### src/include/hbh_pkg.sv
// Purpose: shared constants and types of the host bus handshake and decode block
// Assumes: core clock of 40 MHz, host bus clock sampled as an ordinary pin
// Notes:   pin vector positions describe the bundle fed to the synchroniser
package hbh_pkg;

  // clock figures
  localparam int CLK_MHZ      = 40;
  localparam int BCLK_MAX_MHZ = 50;

  // address decode window, bits 15 down to 4
  localparam int ADDR_HI      = 15;
  localparam int ADDR_LO      = 4;
  localparam int ADDR_W       = ADDR_HI - ADDR_LO + 1;

  // positions in the synchronised pin bundle
  localparam int PIN_BCLK     = 0;
  localparam int PIN_STRAP    = 1;
  localparam int PIN_RDYRET   = 2;
  localparam int PIN_CYCLE    = 3;
  localparam int PIN_DSEL     = 4;
  localparam int PIN_AEN      = 5;
  localparam int PIN_ADDR     = 6;
  localparam int PIN_W        = PIN_ADDR + ADDR_W;

  // synchroniser depth
  localparam int SYNC_STAGES  = 2;

  // values after reset
  localparam logic RST_READY_N = 1'b1;
  localparam logic RST_IRQ_N   = 1'b1;
  localparam logic RST_STRAP   = 1'b0;

  // handshake states of the synchronous ready sequence
  typedef enum logic [1:0] {
    ST_IDLE,
    ST_WAIT,
    ST_READY
  } hbh_state_e;

endpackage

### src/hdl/hbh_sync.sv
// Purpose: two-flop synchroniser for a bundle of host pins
// Assumes: each bit is an independent level
// Notes:   stage one feeds stage two only
`timescale 1ns/1ps
module hbh_sync
  import hbh_pkg::*;
#(
  parameter int WIDTH = 1
) (
  input  wire logic             clk_i,
  input  wire logic             reset_n_i,
  input  wire logic [WIDTH-1:0] d_i,
  input  wire logic [WIDTH-1:0] rst_val_i,
  output logic      [WIDTH-1:0] q_o
);

  logic [WIDTH-1:0] meta_q;
  logic [WIDTH-1:0] stab_q;

  // two stages, reset to idle (pins reset high where inactive-high)
  always_ff @(posedge clk_i or negedge reset_n_i) begin
    if (!reset_n_i) begin
      meta_q <= '0;
      stab_q <= '0;
    end else begin
      meta_q <= d_i ^ rst_val_i;
      stab_q <= meta_q;
    end
  end

  // rst_val flips polarity so active-low pins read inactive after reset
  assign q_o = stab_q ^ rst_val_i;

endmodule

### src/hdl/hbh_top.sv
// Purpose: host bus ready handshakes, data port select, interrupt pin, local decode
// Assumes: bus clock pin is slow enough to be sampled by clk_i; core_ready_i and
//          irq_status_i come from logic on clk_i
// Notes:   local_device_hit_n_o is deliberately combinational
`timescale 1ns/1ps
module hbh_top
  import hbh_pkg::*;
#(
  parameter int IRQ_W = 16
) (
  input  wire logic              clk_i,
  input  wire logic              reset_n_i,
  input  wire logic              bclk_i,
  input  wire logic              bus_mode_strap_i,
  input  wire logic              host_ready_return_n_i,
  input  wire logic              cycle_indicator_n_i,
  input  wire logic              data_port_select_n_i,
  input  wire logic              address_enable_i,
  input  wire logic [ADDR_HI:1]  addr_i,
  input  wire logic [15:0]       base_addr_i,
  input  wire logic              bus_32bit_i,
  input  wire logic              burst_mode_i,
  input  wire logic              core_ready_i,
  input  wire logic [IRQ_W-1:0]  irq_status_i,
  output logic                   sync_ready_n_o,
  output logic                   irq_out_n_o,
  output logic                   local_device_hit_n_o,
  output logic                   data_high_sel_o,
  output logic                   data_low_sel_o,
  output logic                   bus_burst_mode_o,
  output logic                   cycle_active_o
);

  // address match against the base register, used by both decodes
  function automatic logic addr_match(input logic [ADDR_W-1:0] a,
                                      input logic [15:0]       base);
    addr_match = (a == base[ADDR_HI:ADDR_LO]);
  endfunction

  logic [PIN_W-1:0] pins_raw;
  logic [PIN_W-1:0] pins_s;
  logic [PIN_W-1:0] pins_rst;
  logic             bclk_prev_q;
  logic             bclk_rise;
  logic             strap_q;
  logic             strap_done_q;
  logic [1:0]       strap_cnt_q;
  logic             burst_act;
  logic             selected_s;
  hbh_state_e       state_q;

  // pins into one bundle; active-low pins reset to inactive high
  assign pins_raw = {addr_i[ADDR_HI:ADDR_LO], address_enable_i, data_port_select_n_i,
                     cycle_indicator_n_i, host_ready_return_n_i, bus_mode_strap_i, bclk_i};
  assign pins_rst = {{ADDR_W{1'b0}}, 1'b1, 1'b1, 1'b1, 1'b1, 1'b0, 1'b0};

  hbh_sync #(
    .WIDTH (PIN_W)
  ) u_sync (
    .clk_i     (clk_i),
    .reset_n_i (reset_n_i),
    .d_i       (pins_raw),
    .rst_val_i (pins_rst),
    .q_o       (pins_s)
  );

  // bus clock edge finder on the synchronised copy
  always_ff @(posedge clk_i or negedge reset_n_i) begin
    if (!reset_n_i) begin
      bclk_prev_q <= 1'b0;
    end else begin
      bclk_prev_q <= pins_s[PIN_BCLK];
    end
  end

  assign bclk_rise = pins_s[PIN_BCLK] && !bclk_prev_q;

  // strap caught once, after the synchroniser has filled with the pin level
  always_ff @(posedge clk_i or negedge reset_n_i) begin
    if (!reset_n_i) begin
      strap_q      <= RST_STRAP;
      strap_done_q <= 1'b0;
      strap_cnt_q  <= '0;
    end else if (!strap_done_q) begin
      strap_cnt_q  <= strap_cnt_q + 2'd1;
      strap_done_q <= (strap_cnt_q == 2'(SYNC_STAGES)); // reset contents flushed out
      strap_q      <= pins_s[PIN_STRAP];
    end
  end

  // burst handshake applies only to a strapped 32-bit burst interface
  assign burst_act  = strap_q && bus_32bit_i && burst_mode_i;
  assign selected_s = (!pins_s[PIN_AEN] &&
                       addr_match(pins_s[PIN_W-1:PIN_ADDR], base_addr_i)) ||
                      (bus_32bit_i && !pins_s[PIN_DSEL]);

  // synchronous ready sequence, stepped only on bus clock rises
  always_ff @(posedge clk_i or negedge reset_n_i) begin
    if (!reset_n_i) begin
      state_q <= ST_IDLE;
    end else if (bclk_rise && !strap_q) begin
      case (state_q)
        ST_IDLE: begin
          if (!pins_s[PIN_CYCLE] && selected_s) begin
            state_q <= ST_WAIT;
          end
        end
        ST_WAIT: begin
          if (core_ready_i) begin
            state_q <= ST_READY;
          end
        end
        ST_READY: begin
          if (!pins_s[PIN_RDYRET]) begin
            state_q <= ST_IDLE;
          end
        end
        default: begin
          state_q <= ST_IDLE;
        end
      endcase
    end
  end

  // ready pin: VL falls on ready, burst holds low through waits
  always_ff @(posedge clk_i or negedge reset_n_i) begin
    if (!reset_n_i) begin
      sync_ready_n_o <= RST_READY_N;
    end else if (bclk_rise) begin
      if (burst_act) begin
        sync_ready_n_o <= !(selected_s && !core_ready_i);
      end else if (!strap_q) begin
        sync_ready_n_o <= !((state_q == ST_WAIT && core_ready_i) ||
                            (state_q == ST_READY && pins_s[PIN_RDYRET]));
      end else begin
        sync_ready_n_o <= RST_READY_N;
      end
    end
  end

  // cycle activity and mode report
  always_ff @(posedge clk_i or negedge reset_n_i) begin
    if (!reset_n_i) begin
      cycle_active_o   <= 1'b0;
      bus_burst_mode_o <= 1'b0;
    end else begin
      cycle_active_o   <= (state_q != ST_IDLE) || (burst_act && selected_s);
      bus_burst_mode_o <= burst_act;
    end
  end

  // interrupt pin follows any set status bit
  always_ff @(posedge clk_i or negedge reset_n_i) begin
    if (!reset_n_i) begin
      irq_out_n_o <= RST_IRQ_N;
    end else begin
      irq_out_n_o <= ~|irq_status_i;
    end
  end

  // data port select bypasses address, enable and bank; 32-bit only
  always_ff @(posedge clk_i or negedge reset_n_i) begin
    if (!reset_n_i) begin
      data_high_sel_o <= 1'b0;
      data_low_sel_o  <= 1'b0;
    end else begin
      data_high_sel_o <= bus_32bit_i && !pins_s[PIN_DSEL];
      data_low_sel_o  <= bus_32bit_i && !pins_s[PIN_DSEL];
    end
  end

  // local device decode straight from the pins, no flop
  assign local_device_hit_n_o = !(!address_enable_i &&
                                  addr_match(addr_i[ADDR_HI:ADDR_LO], base_addr_i));
endmodule

### config.mk
export PLATFORM = sky130hd
export DESIGN_NAME = hbh_top
export DESIGN_NICKNAME = d
export VERILOG_FILES = /design/src/include/hbh_pkg.sv /design/src/hdl/hbh_sync.sv /design/src/hdl/hbh_top.sv
export SDC_FILE = /design/constraint.sdc
export NUM_CORES = 1
export LEC_CHECK = 0
export BUFFER_PORTS_ARGS = -buffer_cell sky130_fd_sc_hd__buf_2
export CORE_MARGIN = 5
export CORE_UTILIZATION = 45
export DETAILED_ROUTE_END_ITERATION = 8
export PLACE_DENSITY = 0.85
export SYNTH_ARGS = -nofsm -noshare
export SYNTH_HDL_FRONTEND = slang
export SYNTH_SLANG_ARGS = --single-unit
### constraint.sdc
create_clock -name clk_i -period 2.55 [get_ports clk_i]
set_clock_uncertainty 0.15 [all_clocks]
set_input_delay 0.255 -clock clk_i [delete_from_list [all_inputs] [get_ports clk_i]]
set_output_delay 0.255 -clock clk_i [all_outputs]
set_load 0.05 [all_outputs]
==> flow_metrics.tcl <==
set metrics [dict create \
    status "finished clean" \
    regArea_um2 1200 \
    yosysUniqueCellTypes 29 \
    dp.cells 224 \
    seqPwrFrac_pct 51.6 \
    fin_area_um2 2370 \
    avgViaCountPerCell 4.61 \
    cts_tree "done" \
    ys_seq_area_share_pct 70.3 \
    rsz0062_at_grt "no" \
    numCtsBuffers 5 \
    max_clock_freq_mhz 438 \
    pwr-share-clk_pct 36.3 \
    required_ps 2140 \
    fin_crit_ps 2280 \
    fp.dieArea_um2 5140 \
    syn_area_per_cell_um2 14.4 \
    wl_per_cell_um 14.4 \
    clk_path_buf_depth 2 \
    grt_usage_pct 15.8 \
    syn_area_um2 1710 \
    critPathMaxFanout 2 \
    grt_max_degree 37 \
    grt_first_pass_wirelength_mm 6.09 \
    die_height_um 71.7 \
    async_flop_share_pct 100 \
    place_ws_ps 830 \
    post_cts_buffers 0 \
    intPower_w 0.00124 \
    pin_count 65 \
    grt_pass1_vias 1315 \
    ys_seq_elements 48 \
    p_sw_w 0.000359 \
    critPathKind "in2out" \
    drive_gt1_share_pct 35.5 \
    final_cells 251 \
    yosys_warnings 0 \
    ir_drop_mv 0.563 \
    rows 22 \
    drv_slew 0 \
    h-tree-depth 2 \
    n_fill_cell 272 \
    root_buffer "clkbuf_8" \
    period_share_pct 89.6 \
    combPwrFrac_pct 12.1 \
    worst_setup_path_start_kind "primary input" \
    finalSetupViolCount 0 \
    coreArea_um2 3660 \
    start_util_pct 46.8 \
    port_buffers 57 \
    wirelength_mm 3.61 \
    timing.slew.headroom_pct 71.4 \
    gp_congestion 0.792 \
    switching_share_pct 22.5 \
    finalPower_w 0.00160 \
    tns_ps 0 \
    place_area_um2 2060 \
    pwr_density_cell_nw_per_um2 672 \
    route.detailed.drc 0 \
    grt_overflow 0 \
    synth_cells 119 \
    insertedDiodeCount 0 \
    synth_top_flop_cell "dfrtp_1" \
    vias 1156 \
    die_w_um 71.7 \
    antenna_found_initial 0 \
    syn2layout_area_growth_pct 38.7 \
    crit_arrival_ps 1880 \
    numClockSinks 48 \
    layout.nets 261 \
    reg2reg_slack_ps 940 \
    worst_pin_slew_ps 429 \
    hpwl_mm 2.54 \
    first_iter_violations 49 \
    multi_input_area_um2 470 \
    p_leak_nw 1.16 \
    maxCapViolations 0 \
    syn_nets 178 \
    ant_nets 0 \
    setup_ws_ps 265 \
    min_path_type "in2reg" \
    synth_edf_count 0 \
    end_kind "output port" \
    clk_latency_ps 290 \
    finalHoldViolations 0 \
    layout_commonest_cell "buf_2" \
    clk_pin_slew_ps 80 \
    mostFrequentLayoutCells "57 x buf_2, 46 x dfrtp_1, 19 x dlygate4sd3_1" \
    dr.pass1.iters 4 \
]
-- cell type report --
| class | count | area share [%] |
|---|---|---|
| tap | 48 | 2.53 |
| multi-input combinational | 62 | 19.8 |
| sequential | 48 | 50.7 |
| clock buffer | 7 | 4.06 |
| inverter | 8 | 1.27 |
| clock inverter | 1 | 1.27 |
| timing repair buffer | 77 | 20.3 |
-- worst max-delay path, stage by stage --
cell and delay, ps:
dlygate4sd3_1 550, buf_2 140, xnor2_1 160, nand4_1 140, nor4_1 250, nand4_1 140
buf_2 240
-- logic make-up after synthesis --
kind of cell	after synthesis	share of synthesized area [%]
flip-flops	48	70.3
AO/OA/AOI/OAI	9	3.44
XOR/XNOR	25	12.8
adder cells (fa/ha/maj)	1	0.731
buffers and inverters	9	2.19
multiplexers	2	1.24
AND/OR/NAND/NOR	25	9.28
-- Yosys cell counts (2+ instances only) --
library cell   n  share of area [%]
xor2_1        18                9.2
nand2_1        2               0.44
dfstp_2        2                3.1
nor4_2         2                1.5
dfrtp_1       46                 67
inv_1          8                1.8
nand2b_1       2               0.73
nor4_1         6                2.2
o21ai_0        4                1.2
nand4_1        2               0.73
xnor2_1        7                3.6
nor2_1         3               0.66
-- path summary, 6_finish.rpt --
| kind | start | to | cells after the start |
|---|---|---|---|
| min in group asynchronous | reset_n_i | u_sync.meta_q[10] | 2 |
| hold / removal | irq_status_i[14] | irq_out_n_o | 3 |
| setup reg to reg | u_sync.stab_q[14] | state_q[0] | 4 |
| max in group asynchronous | reset_n_i | sync_ready_n_o | 3 |
| hold reg to reg | u_sync.meta_q[14] | u_sync.stab_q[14] | 0 |
| setup / recovery | addr_i[8] | local_device_hit_n_o | 7 |
-- metrics by stage --
stage,hold WS (ps),util (%)
floorplan,-191,-
global placement,-8.49,56.2
detailed placement,-4.93,56.2
CTS,47.6,64.8
global route,49.0,64.8
finish,50.1,64.8
-- flip-flops by register name, summed over array words and instances, names as in the netlist --
signal and cells:
u_sync.meta_q 18, irq_out_n_o 1, strap_cnt_q 2, u_sync.stab_q 18, strap_q 1, state_q 2
strap_done_q 1, cycle_active_o 1, data_low_sel_o 1, bus_burst_mode_o 1, sync_ready_n_o 1, bclk_prev_q 1
-- power by group through the flow --
| stage | clock network, W | registers (W) | logic, W |
|---|---|---|---|
| floorplan | 0 | 0.000860 | 0.0000606 |
| global route | 0.000628 | 0.000828 | 0.000214 |
| CTS | 0.000592 | 0.000824 | 0.000192 |
| global placement | 0 | 0.000836 | 0.000166 |
| detailed placement | 0 | 0.000839 | 0.000170 |
| finish | 0.000580 | 0.000823 | 0.000193 |
-- metal layers --
layer | vias to the layer above | global-route usage (%) | part of all wire (%)
met1 | 528 | 18.4 | 37
met5 | - | 0 | 0
met2 | 54 | 25.8 | 50
li1 | 560 | - | -
met4 | 0 | 8.77 | 4.2
met3 | 14 | 5.19 | 8.6
-- what timing repair did --
| item | CTS | global route |
|---|---|---|
| hold buffers | 19 | 0 |
| hold endpoints to repair | 30 | 0 |
| resized for setup | 0 | 0 |
(Power assumes the default switching activity.)
